--- src/include/mdc_pkg.sv ---
// package of constants and types for the motor drive io control block
package mdc_pkg;

   // ------------------------------------------------------------
   // clock and rotation pulse timing
   // ------------------------------------------------------------
   localparam int unsigned CLK_PERIOD_NS = 32'h0000_0032;
   localparam int unsigned PULSE_WIDTH_NS = 32'h0003_0D40;
   localparam int unsigned TIMER_W = 32'h0000_000C;
   localparam logic [TIMER_W-1:0] PULSE_WIDTH_CYC =
      TIMER_W'((PULSE_WIDTH_NS + CLK_PERIOD_NS - 1) / CLK_PERIOD_NS);
   localparam logic [TIMER_W-1:0] TIMER_RST = 12'h000;

   // ------------------------------------------------------------
   // rotor feedback scaling
   // ------------------------------------------------------------
   localparam int unsigned PULSES_PER_TURN = 32'h0000_001E;
   localparam int unsigned STEPS_PER_TURN = 32'h0000_003C;
   localparam int unsigned STEP_W = 32'h0000_0004;
   localparam logic [STEP_W-1:0] STEPS_PER_PULSE_M1 =
      STEP_W'(STEPS_PER_TURN / PULSES_PER_TURN - 1);
   localparam logic [STEP_W-1:0] STEP_RST = 4'h0;

   // ------------------------------------------------------------
   // data widths and reset values
   // ------------------------------------------------------------
   localparam int unsigned SPEED_W = 32'h0000_000C;
   localparam int unsigned SEL_W = 32'h0000_0004;
   localparam logic [SEL_W-1:0] OP_DATA_RST = 4'h0;
   localparam logic NARROW_SEL_HI = 1'h0;

   typedef enum logic [1:0] {
      ST_STOPPED,
      ST_RUNNING,
      ST_DECEL,
      ST_HALT
   } mdc_motion_type;

endpackage

--- src/include/mdc_flag_if.sv ---
// interface carrying a sticky status flag with its set and clear terms
`timescale 1ns/1ps
interface mdc_flag_if;
   logic set_evt;
   logic clr_level;
   logic clr_allow;
   logic flag;
   modport owner (input set_evt, input clr_level, input clr_allow,
                  output flag);
   modport user (output set_evt, output clr_level, output clr_allow,
                 input flag);
endinterface

--- src/core/mdc_io_control.sv ---
// motor drive io control: operation input decode and status outputs
//
// Summary of operation
// - two-wire: run while only one of forward or reverse input on, stop on release
// - two-wire: direction follows rotation setting for the active input
// - two-wire: stop-style input picks deceleration or instantaneous stop
// - four select inputs pick up to 16 data; two inputs limit to 4
// - alarm-clear input clears the active alarm after a trip
// - brake-release at standstill frees the brake on brake motors
// - three-wire: run only while run-gate and hard-run-enable both on
// - three-wire: releasing run-gate decelerates to a stop
// - three-wire: releasing hard-run-enable stops instantly
// - three-wire: direction-select sets the rotation direction
// - hold-release decides whether a stopped shaft is held
// - normally closed torque-limit-enable switches torque limiting
// - notice-clear clears the present notice status
// - normally closed panel-unlock governs panel restriction
// - normally closed external fault: released raises alarm, stops
// - rotation pulse output gives 30 pulses per output shaft turn
// - fault output, normally closed, changes when protection trips
// - motion output on while rotating under an operation input
// - notice output on while a notice condition stands
// - torque-limited output on when torque reaches the limit
// - speed-reached on when speed within set speed plus or minus width
// - rotation-sense output reports the present rotation direction
// - a setting picks two-wire or three-wire input mode
// - data number is binary of select inputs, bit0 lowest
// - alarm clears on rising clear edge, ignored while run inputs on
// - direction-select on turns counterclockwise, off clockwise
`timescale 1ns/1ps
module mdc_io_control (
   input wire logic clk_in,
   input wire logic sys_rst_in,
   input wire logic three_wire_mode_in,
   input wire logic forward_is_ccw_in,
   input wire logic forward_run_in,
   input wire logic reverse_run_in,
   input wire logic stop_mode_in,
   input wire logic run_gate_in,
   input wire logic hard_run_enable_in,
   input wire logic direction_select_in,
   input wire logic speed_select_bit0_in,
   input wire logic speed_select_bit1_in,
   input wire logic speed_select_bit2_in,
   input wire logic speed_select_bit3_in,
   input wire logic speed_select_wide_in,
   input wire logic alarm_clear_in,
   input wire logic protect_trip_in,
   input wire logic external_fault_stop_in,
   input wire logic brake_motor_in,
   input wire logic brake_release_in,
   input wire logic hold_enable_in,
   input wire logic hold_release_in,
   input wire logic torque_limit_enable_in,
   input wire logic torque_at_limit_in,
   input wire logic notice_event_in,
   input wire logic notice_clear_in,
   input wire logic panel_unlock_in,
   input wire logic motor_rotating_in,
   input wire logic rotor_step_in,
   input wire logic rotor_step_ccw_in,
   input wire logic [mdc_pkg::SPEED_W-1:0] speed_set_in,
   input wire logic [mdc_pkg::SPEED_W-1:0] speed_detect_in,
   input wire logic [mdc_pkg::SPEED_W-1:0] speed_window_in,
   output logic run_cmd_out,
   output logic decel_stop_out,
   output logic instant_stop_out,
   output logic dir_ccw_cmd_out,
   output logic [mdc_pkg::SEL_W-1:0] op_data_number_out,
   output logic brake_release_out,
   output logic shaft_hold_out,
   output logic torque_limit_active_out,
   output logic panel_locked_out,
   output logic alarm_active_out,
   output logic fault_n_out,
   output logic speed_pulse_out,
   output logic motion_active_out,
   output logic notice_out,
   output logic torque_limited_flag_out,
   output logic speed_reached_out,
   output logic rotation_ccw_out
);
   // ------------------------------------------------------------
   // state
   // ------------------------------------------------------------
   typedef struct packed {
      mdc_pkg::mdc_motion_type motion;
      logic dir_ccw;
      logic [mdc_pkg::SEL_W-1:0] op_data;
      logic brake_rel;
      logic hold;
      logic trq_lim_on;
      logic panel_locked;
      logic torque_lim;
      logic reached;
      logic rot_ccw;
      logic moving;
   } mdc_main_type;

   mdc_main_type st_reg;
   mdc_main_type st_next;

   mdc_flag_if alarm_if ();
   mdc_flag_if notice_if ();

   logic fault_now;
   logic run_inputs_on;
   logic run_request;
   logic instant_req;
   logic req_dir_ccw;
   logic stopped;
   logic [mdc_pkg::SPEED_W-1:0] speed_diff;

   // ------------------------------------------------------------
   // operation input decode
   // ------------------------------------------------------------
   assign fault_now = alarm_if.flag || !external_fault_stop_in
                      || protect_trip_in;
   always_comb begin
      if (three_wire_mode_in) begin
         run_inputs_on = run_gate_in && hard_run_enable_in;
         instant_req = !hard_run_enable_in;
         req_dir_ccw = direction_select_in;
      end else begin
         // both inputs on counts as a stop request
         run_inputs_on = forward_run_in ^ reverse_run_in;
         instant_req = stop_mode_in;
         req_dir_ccw = forward_run_in ? forward_is_ccw_in
                                      : !forward_is_ccw_in;
      end
   end
   assign run_request = run_inputs_on && !fault_now;
   assign stopped = (st_reg.motion == mdc_pkg::ST_STOPPED)
                    && !motor_rotating_in;
   assign speed_diff = (speed_detect_in >= speed_set_in)
                       ? speed_detect_in - speed_set_in
                       : speed_set_in - speed_detect_in;

   // ------------------------------------------------------------
   // alarm and notice flags
   // ------------------------------------------------------------
   assign alarm_if.set_evt = protect_trip_in || !external_fault_stop_in;
   assign alarm_if.clr_level = alarm_clear_in;
   assign alarm_if.clr_allow = three_wire_mode_in
      ? !(run_gate_in && hard_run_enable_in)
      : !(forward_run_in || reverse_run_in);
   assign notice_if.set_evt = notice_event_in;
   assign notice_if.clr_level = notice_clear_in;
   assign notice_if.clr_allow = 1'b1;

   mdc_sticky_flag u_alarm (
      .clk_in(clk_in),
      .sys_rst_in(sys_rst_in),
      .fl(alarm_if.owner)
   );

   mdc_sticky_flag u_notice (
      .clk_in(clk_in),
      .sys_rst_in(sys_rst_in),
      .fl(notice_if.owner)
   );

   mdc_rot_pulse u_pulse (
      .clk_in(clk_in),
      .sys_rst_in(sys_rst_in),
      .step_in(rotor_step_in),
      .pulse_out(speed_pulse_out)
   );

   // ------------------------------------------------------------
   // next state
   // ------------------------------------------------------------
   always_comb begin
      st_next = st_reg;
      case (st_reg.motion)
         mdc_pkg::ST_STOPPED: begin
            if (run_request) begin
               st_next.motion = mdc_pkg::ST_RUNNING;
            end
         end
         mdc_pkg::ST_RUNNING: begin
            if (fault_now) begin
               st_next.motion = mdc_pkg::ST_HALT;
            end else if (!run_request) begin
               st_next.motion = instant_req ? mdc_pkg::ST_HALT
                                            : mdc_pkg::ST_DECEL;
            end
         end
         mdc_pkg::ST_DECEL: begin
            if (fault_now || instant_req) begin
               st_next.motion = mdc_pkg::ST_HALT;
            end else if (run_request) begin
               st_next.motion = mdc_pkg::ST_RUNNING;
            end else if (!motor_rotating_in) begin
               st_next.motion = mdc_pkg::ST_STOPPED;
            end
         end
         mdc_pkg::ST_HALT: begin
            if (!motor_rotating_in) begin
               st_next.motion = mdc_pkg::ST_STOPPED;
            end
         end
         default: begin
            st_next.motion = mdc_pkg::ST_STOPPED;
         end
      endcase
      if (run_request) begin
         st_next.dir_ccw = req_dir_ccw;
      end
      st_next.op_data = speed_select_wide_in
         ? {speed_select_bit3_in, speed_select_bit2_in,
            speed_select_bit1_in, speed_select_bit0_in}
         : {mdc_pkg::NARROW_SEL_HI, mdc_pkg::NARROW_SEL_HI,
            speed_select_bit1_in, speed_select_bit0_in};
      st_next.brake_rel = brake_motor_in && stopped
                          && brake_release_in && !alarm_if.flag;
      st_next.hold = hold_enable_in && stopped && !hold_release_in
                     && !(brake_motor_in && brake_release_in);
      st_next.trq_lim_on = torque_limit_enable_in;
      st_next.panel_locked = !panel_unlock_in;
      st_next.torque_lim = torque_limit_enable_in
                           && torque_at_limit_in;
      st_next.reached = (speed_diff <= speed_window_in);
      if (rotor_step_in) begin
         st_next.rot_ccw = rotor_step_ccw_in;
      end
      st_next.moving = (st_reg.motion == mdc_pkg::ST_RUNNING)
                       && motor_rotating_in;
   end

   always_ff @(posedge clk_in) begin
      if (sys_rst_in) begin
         st_reg <= '0;
      end else begin
         st_reg <= st_next;
      end
   end

   // ------------------------------------------------------------
   // outputs
   // ------------------------------------------------------------
   assign run_cmd_out = (st_reg.motion == mdc_pkg::ST_RUNNING);
   assign decel_stop_out = (st_reg.motion == mdc_pkg::ST_DECEL);
   assign instant_stop_out = (st_reg.motion == mdc_pkg::ST_HALT);
   assign dir_ccw_cmd_out = st_reg.dir_ccw;
   assign op_data_number_out = st_reg.op_data;
   assign brake_release_out = st_reg.brake_rel;
   assign shaft_hold_out = st_reg.hold;
   assign torque_limit_active_out = st_reg.trq_lim_on;
   assign panel_locked_out = st_reg.panel_locked;
   assign alarm_active_out = alarm_if.flag;
   assign fault_n_out = !alarm_if.flag;
   assign motion_active_out = st_reg.moving;
   assign notice_out = notice_if.flag;
   assign torque_limited_flag_out = st_reg.torque_lim;
   assign speed_reached_out = st_reg.reached;
   assign rotation_ccw_out = st_reg.rot_ccw;
endmodule // mdc_io_control

--- src/core/mdc_rot_pulse.sv ---
// rotation pulse generator: fixed pulses per shaft turn, fixed width
`timescale 1ns/1ps
module mdc_rot_pulse (
   input wire logic clk_in,
   input wire logic sys_rst_in,
   input wire logic step_in,
   output logic pulse_out
);
   typedef struct packed {
      logic [mdc_pkg::STEP_W-1:0] step_cnt;
      logic [mdc_pkg::TIMER_W-1:0] width_cnt;
      logic pulse;
   } mdc_pulse_type;

   mdc_pulse_type st_reg;
   mdc_pulse_type st_next;

   always_comb begin
      st_next = st_reg;
      if (st_reg.width_cnt != mdc_pkg::TIMER_RST) begin
         st_next.width_cnt = st_reg.width_cnt - 1'b1;
      end
      if (step_in) begin
         if (st_reg.step_cnt == mdc_pkg::STEPS_PER_PULSE_M1) begin
            st_next.step_cnt = mdc_pkg::STEP_RST;
            // a pulse still in progress is not restarted
            if (st_reg.width_cnt == mdc_pkg::TIMER_RST) begin
               st_next.width_cnt = mdc_pkg::PULSE_WIDTH_CYC;
            end
         end else begin
            st_next.step_cnt = st_reg.step_cnt + 1'b1;
         end
      end
      st_next.pulse = (st_next.width_cnt != mdc_pkg::TIMER_RST);
   end

   always_ff @(posedge clk_in) begin
      if (sys_rst_in) begin
         st_reg <= '0;
      end else begin
         st_reg <= st_next;
      end
   end

   assign pulse_out = st_reg.pulse;

   logic [mdc_pkg::TIMER_W-1:0] hi_cnt;
   always_ff @(posedge clk_in) begin
      if (sys_rst_in) begin
         hi_cnt <= mdc_pkg::TIMER_RST;
      end else if (st_reg.pulse) begin
         hi_cnt <= hi_cnt + 1'b1;
      end else begin
         hi_cnt <= mdc_pkg::TIMER_RST;
      end
   end
endmodule // mdc_rot_pulse

--- src/core/mdc_sticky_flag.sv ---
// sticky flag set by an event and cleared on a rising clear edge
`timescale 1ns/1ps
module mdc_sticky_flag (
   input wire logic clk_in,
   input wire logic sys_rst_in,
   mdc_flag_if.owner fl
);
   typedef struct packed {
      logic flag;
      logic clr_prev;
   } mdc_sticky_type;

   mdc_sticky_type st_reg;
   mdc_sticky_type st_next;
   logic clr_edge;

   assign clr_edge = fl.clr_level && !st_reg.clr_prev;

   always_comb begin
      st_next = st_reg;
      st_next.clr_prev = fl.clr_level;
      // set wins over a clear in the same cycle
      if (fl.set_evt) begin
         st_next.flag = 1'b1;
      end else if (clr_edge && fl.clr_allow) begin
         st_next.flag = 1'b0;
      end
   end

   always_ff @(posedge clk_in) begin
      if (sys_rst_in) begin
         st_reg <= '0;
      end else begin
         st_reg <= st_next;
      end
   end

   assign fl.flag = st_reg.flag;
endmodule // mdc_sticky_flag

--- config.mk ---
export PLATFORM = sky130hd
export DESIGN_NAME = mdc_io_control
export DESIGN_NICKNAME = d
export VERILOG_FILES = /design/src/include/mdc_pkg.sv /design/src/include/mdc_flag_if.sv /design/src/core/mdc_io_control.sv /design/src/core/mdc_rot_pulse.sv /design/src/core/mdc_sticky_flag.sv
export SDC_FILE = /design/constraint.sdc
export NUM_CORES = 1
export LEC_CHECK = 0
export ABC_AREA = 1
export BUFFER_PORTS_ARGS = -buffer_cell sky130_fd_sc_hd__buf_4
export CAP_MARGIN = 20
export CORE_ASPECT_RATIO = 1.1
export CORE_MARGIN = 2
export CORE_UTILIZATION = 35
export DETAILED_ROUTE_END_ITERATION = 16
export HOLD_SLACK_MARGIN = 0.03
export PLACE_DENSITY = 0.53
export SLEW_MARGIN = 15
export SYNTH_ARGS = -nofsm -noshare
export SYNTH_HDL_FRONTEND = slang
export SYNTH_SLANG_ARGS = --single-unit
--- constraint.sdc ---
create_clock -name clk_in -period 3.4 [get_ports clk_in]
set_clock_uncertainty 0.1 [all_clocks]
set_input_delay 0.34 -clock clk_in [delete_from_list [all_inputs] [get_ports clk_in]]
set_output_delay 0.34 -clock clk_in [all_outputs]
set_load 0.05 [all_outputs]
==> results.md, run 1 <==
- Syn nets: 637
- Worst path max stage delay: roughly 400 ps
- Worst slew margin: between 70% and 80%
- Area grow syn2layout: 23.9%
- Share of the synthesized area in the top cell type: a little over a fifth
- Slew @ Worst Pin: 317 ps
- R2r setup slk: around 1300 ps
- First DRT Iteration DRCs: about 80
- Critical R2R Launch: u_pulse.st_reg[1]
- H-tree depth: 2
- Via count: between 3000 and 4000
- Synth cell types: 35
- Final hold violation count: 0
- Post-synthesis compound-gate area fraction: between 10% and 20%
- Final setup fails: 0
- Pleak: roughly 2.4 nW
- VDD IR max: around 0.00021 V
- Critical path launch point type: primary input
- Final #Nets: 720
- Synth Area in XOR/XNOR: between 4 and 5%
- CTS buffer count: 5
- Worst Path Arrival: approximately 3100 ps
- Row count: 37
- Layout cells sized above 1: between 10% and 20%
- Critical path required time: 3470 ps
- Seq/Total Area, Yosys: around a fifth
- Hold Crit Class: primary input to flip-flop
- MaxCap Viol Count: 0
- Syn Area/Cell: about 6.4 µm²
- Aggregate global-route resource usage: between 15 and 20%
- Crit path time final: slightly above 3000 ps
- Starting Density: approximately 36%
- Top FF cell, synth: dfxtp_1
- Post-synth ARST share: 0%
- Maximum clock insertion buffer count: 2
- RSZ-0062 raised after global routing: false
- Slowest stage cell on the critical path: fa_1
- # port buffers: 85
- # clock sinks: 36
- Yosys top cell by area: dfxtp_1
- Drt pass-1 iters: 4
- Via density per instance: around 4.7
- Boundary Pins: 86
- Crit-path max FO: 3
- Worst hold start: panel_unlock_in
- Post-synth EDFFs: 0
- R2r endpoint: u_pulse.pulse_out
- End of the worst hold path: panel_locked_out
- Synth Register Bits: 36
- CTS tree: yes
- Antenna fix cells: 0
- Fmax: approximately 0.33 GHz
- Max FFs per register: 16
- Critical path endpoint category: flip-flop
- Synthesized cell area: around 3400 µm²
- Count leader, synth: nand2_1
- CTS root buf: clkbuf_8
- Wirelength per Cell: between 10 and 15 µm
- Gpl congestion: roughly 0.86
- Initial antenna violation count: 0
- Main combinational cell family by area after synthesis: simple AND/OR/NAND/NOR gates
- Die area: about 10000 µm²
- Die Ht: between 100 and 150 µm
- Final HPWL DP: slightly below 7000 µm
- # DRC: 0
- First-pass GRT wire length: between 10000 and 15000 µm
- Skew-Pair Late Insertion Delay: 290 ps
- Synthesized instance count: 530
- Mux cell area share after synthesis: 0%
- Clock Pin Slew Worst Setup and Hold Paths: ~80 ps
- Pin count of the biggest net entering global routing: 28
- Remaining antenna violation count: 0
- Hold Worst Slack: 92.5 ps
- Critical Path Start: speed_set_in[0]
- Period utilization: about 90%
- Top post-synthesis cells by area: dfxtp_1 21%, ha_1 14%, nand2_1 13%, inv_1 12%, nor2_1 6.2%
- Worst hold path stage count: 2
- Post-Route WL: a little over 8000 µm
- Pins Over Slew Limit: 0
- Number of global-route vias before repair: between 3000 and 4000
- Core ar.: 9400 µm²
- Worst Setup Path Type: primary input to flip-flop
- Synth top cells by count: 116 x nand2_1, 105 x inv_1, 56 x nor2_1
- Simple-gate share of the synthesized area: 31.3%
- Total power per unit cell area: 458 nW/µm²
- Outcome: complete, no violations
- Final Util: 44.7%
- Worst R2R Path Depth: 13
- Syn. warnings: 0
- Crit-path cells: buf_4, inv_1, ha_1, inv_1, fa_1, nand2_1, inv_1, o21ai_0, nand2_1, nand2_1, nand2_1, nand2_1, nand3_1, nand2_1, nand2_1, nand2_1, nand2_1, ha_1, nand4_1, nor3_1, a21oi_1, o211ai_1, a21oi_1
- Worst path most repeated cell: nand2_1
- Grt ovf: 0
- Post-Synth Adder-Cell Area: 15.6%
- Chip width: between 90 and 100 µm
[per-layer routing]
layer  routed length (µm)  track usage (%)
met4                  197             6.05
met1                 3410             17.0
met5                    0                0
met3                  250             1.24
met2                 4270             31.3
[stage by stage]
step / cell area, µm² / TNS, ps / power (mW) / setup WS (ps) / cells
after detailed placement: 4100 / -9.16 / 1.61 / -9.16 / 723
final: 4200 / 0 / 1.93 / 336 / 731
after global routing: 4200 / 0 / 2.13 / 0.790 / 731
after CTS: 4200 / 0 / 1.94 / 299 / 731
after global placement: 4100 / 0 / 1.60 / 129 / 723
after floorplan: 3390 / 0 / 1.35 / 640 / 530
[repair_timing]
item	in CTS	in global routing
hold buffers	0	0
resized for setup	0	1
buffers inserted	0	0
endpoints found under the setup margin	0	1
[layout make-up]
| class | instances | area (µm²) |
|---|---|---|
| flip-flops and latches | 36 | 721 |
| repair buffers | 88 | 661 |
| clock buffers | 6 | 82.6 |
| multi-input cells | 375 | 2180 |
| clock inverters | 2 | 13.8 |
| inverters | 107 | 402 |
| fillers | 1014 | 5200 |
| well taps | 117 | 146 |
[critical path: cells and delay by family]
kind | cells | cell delay [ps]
AO/OA/AOI/OAI | 4 | 530
adder cells (fa/ha/maj) | 3 | 830
buffers and inverters | 4 | 300
AND/OR/NAND/NOR | 12 | 1100
[power by group]
group / internal [mW] / switching [mW]
clock network: 0.166 / 0.163
logic: 0.409 / 0.659
registers: 0.480 / 0.0493
total: 1.05 / 0.871
[cells in the final DEF (no fill, tap or decap), types with 2 or more instances in the layout]
cell type    n
nand3_2      2
inv_1      105
inv_2        2
ha_1        39
xor2_1      19
a31oi_1      4
a21o_1       2
o211ai_1     2
and3_1       3
nand3_1     34
buf_4       88
a21oi_1     32
o21ai_2      4
clkbuf_8     6
nand4_1      4
fa_1         2
nor2_2       6
nor2_1      56
o21ai_0     21
nor2_4       4
dfxtp_1     36
nor3_1      11
nand2_2      4
nand2_1    116
[logic make-up (layout without fill, tap and decap cells)]
family,after synthesis,in the layout
buffers and inverters,119,203
AOI/OAI and AO/OA,73,73
xor gates and xnor gates,19,19
and+or+nand+nor,242,242
adders and majority gates,41,41
DFF,36,36
[worst max path at each step]
stage / endpoint / slack, ps / depth (start not counted)
after floorplan: speed_reached_out / 640 / 21
after global placement: speed_reached_out / 130 / 23
after detailed placement: speed_reached_out / -9 / 21
after CTS: speed_reached_out / 300 / 21
after global routing: speed_reached_out / 0.8 / 23
final: speed_reached_out / 340 / 23
Note: power is estimated with default switching activity, not from simulation.
==> run 2: changes to the inputs <==
CORE_UTILIZATION = 54   (was 35)
PLACE_DENSITY = 0.77   (was 0.53)
==> results.md, run 2 (same netlist as run 1, synthesis figures left out) <==
- Metal2 WL: 4370 µm (+2.5%)
- R2r setup slk: 1320 ps (+50 ps)
- Pleak: 2.40 nW (-0.21%)
- Clock share of power: 16.9% (-0.2 points)
- Crit-path max FO: 6 (+3)
- Drt pass-1 iters: 4 (unchanged)
- CTS buffer count: 5 (unchanged)
- Critical Path End: speed_reached_out
- Critical R2R Launch: u_pulse.st_reg[1]
- Post-Route WL: 8050 µm (-0.86%)
- First-pass GRT wire length: 13700 µm (-1.4%)
- Critical path launch point type: primary input
- H-tree depth: 2 (unchanged)
- R2r endpoint: u_pulse.pulse_out
- Clock Pin Slew Worst Setup and Hold Paths: 70 ps (about the same)
- Initial antenna violation count: 0 (unchanged)
- Remaining antenna violation count: 0 (unchanged)
- Pin count of the biggest net entering global routing: 28 (unchanged)
- Via count: 3505 (+2.8%)
- Die Ht: 87.1 µm (-19%)
- Crit-path leading delay family: adder cells
- Post-CTS Hold Buffers: 0 (unchanged)
- Sequential Power Share: 27.6% (about the same)
- Maximum clock insertion buffer count: 2 (unchanged)
- Most common cell after layout, fill and taps aside: nand2_1
- Worst Path Arrival: 3000 ps (-130 ps)
- Comb power frac: 55.6% (+0.2 points)
- Chip width: 79.6 µm (-19%)
- CTS tree: yes
- Final hold violation count: 0 (unchanged)
- Most frequent cells in the layout: 116 x nand2_1, 105 x inv_1, 89 x buf_4
- Worst path most repeated cell: nand2_1
- Pins Over Slew Limit: 0 (unchanged)
- Max FFs per register: 16 (unchanged)
- Highest metal used: met4
- CTS root buf: clkbuf_8
- Sw power: 0.869 mW (-0.21%)
- Number of global-route vias before repair: 3397 (+1.8%)
- MaxCap Viol Count: 0 (unchanged)
- Slowest stage cell on the critical path: fa_1
- Critical path depth in cells: 22 (-4.3%)
- Fmax: 0.340 GHz (+4.2%)
- Final HPWL DP: 6880 µm (-0.53%)
- Layout cells sized above 1: 19.7% (+0.13 points)
- # clock sinks: 36 (unchanged)
- Finished Cell Area: 4160 µm² (-1.0%)
- Wire length on met1: 3120 µm (-8.5%)
- Boundary Pins: 86 (unchanged)
- Sw Share: 45.2% (about the same)
- # DRC: 0 (unchanged)
- Period utilization: 86.5% (-3.6 points)
- Core ar.: 6120 µm² (-35%)
- Crit-path cells: buf_4, inv_1, ha_1, inv_1, fa_1, nand2_1, o21ai_2, inv_2, nand2_1, nand3_1, nand4_1, buf_4, nand2_1, nand2_1, ha_1, inv_1, nor2_1, nor2_1, o21ai_0, a21oi_1, o211ai_1, a21oi_1
- Outcome: complete, no violations
- Wirelength per Cell: 11.6 µm (+4.3%)
- Final setup fails: 0 (unchanged)
- Area grow syn2layout: 22.7%
- Row count: 30 (-19%)
- Fillcell total: 562 (-45%)
- Non-Filler Instances: 695 (-4.9%)
- # port buffers: 85 (unchanged)
- Worst path bufs/invs: 6 (+2)
- Aggregate global-route resource usage: 24.3% (+8.6 points)
- # placed instances: 687 (-5.0%)
- Grt ovf: 0 (unchanged)
- Cell Area, Placed: 4060 µm² (-0.95%)
- Worst slew margin: 77.8% (-0.83 points)
- Skew-Pair Late Insertion Delay: 290 ps (about the same)
- Critical Path Start: speed_detect_in[0]
- Setup TNS: 0 ps (unchanged)
- VDD IR max: 0.000349 V (+67%)
- RSZ-0062 raised after global routing: false
- Crit path time final: 2940 ps (-123 ps)
- Worst R2R Path Depth: 13 (unchanged)
- Via density per instance: 5.04 (+8.2%)
- CTS resizes: 0 (unchanged)
- Total power per unit cell area: 462 nW/µm² (+0.89%)
- Post-CTS Setup Inserts: 0 (unchanged)
- Final Util: 68.0% (+23 points)
- Starting Density: 55.4% (+19 points)
- Hold Crit Class: primary input to flip-flop
- Met3 wire len: 360 µm (+44%)
- First DRT Iteration DRCs: 91 (+15%)
- Slew @ Worst Pin: 329 ps (+12.3 ps)
- Worst path max stage delay: 380 ps (-20 ps)
- Critical path endpoint category: flip-flop
- Antenna fix cells: 0 (unchanged)
- Die area: 6930 µm² (-34%)
- Final #Nets: 721 (+0.14%)
- Gpl congestion: 0.906 (+5.7%)
- Critical path required time: 3460 ps (about the same)
- Worst Setup Path Type: primary input to flip-flop
- Pint: 1.05 mW (about the same)
==> run 2: how the worst min path moves through the flow <==
stage | start | end | cells after the start
4_1_cts | panel_unlock_in | panel_locked_out | 2
3_5_place_dp | u_pulse.st_reg[16] | u_pulse.st_reg[16] | 1
5_1_grt | hold_release_in | shaft_hold_out | 2
2_1_floorplan | panel_unlock_in | panel_locked_out | 1
6_report | panel_unlock_in | panel_locked_out | 2
3_3_place_gp | u_pulse.st_reg[16] | u_pulse.st_reg[16] | 1
==> run 2: final cells by class <==
type	instances	area, µm²	share of cell area (%)
Clock buffer	6	82.6	1.99
Clock inverter	2	15.0	0.361
Inverter	107	402	9.66
Multi-Input combinational cell	375	2170	52.2
Sequential cell	36	721	17.3
Tap cell	80	100	2.41
Timing Repair Buffer	89	668	16.1
==> run 2: power by group through the flow <==
stage               registers, mW  logic (mW)  clock network [mW]
floorplan                   0.560       0.794                   0
global placement            0.536        1.04                   0
detailed placement          0.539        1.06                   0
CTS                         0.529        1.07               0.331
global route                0.538        1.23               0.345
finish                      0.530        1.07               0.324
==> run 2: stage by stage <==
stage               setup WS, ps  hold WS [ps]  power (mW)
floorplan                    640           312        1.35
global placement             301           337        1.58
detailed placement           186           344        1.60
CTS                          436          88.1        1.93
global route                 138          97.2        2.11
finish                       460          97.3        1.92
==> run 2: metal layers <==
metal | global-route usage (%) | vias up
met4 | 9.09 | 0
met5 | 0 | -
met3 | 2.49 | 19
met2 | 49.0 | 90
met1 | 25.4 | 1574
li1 | - | 1822
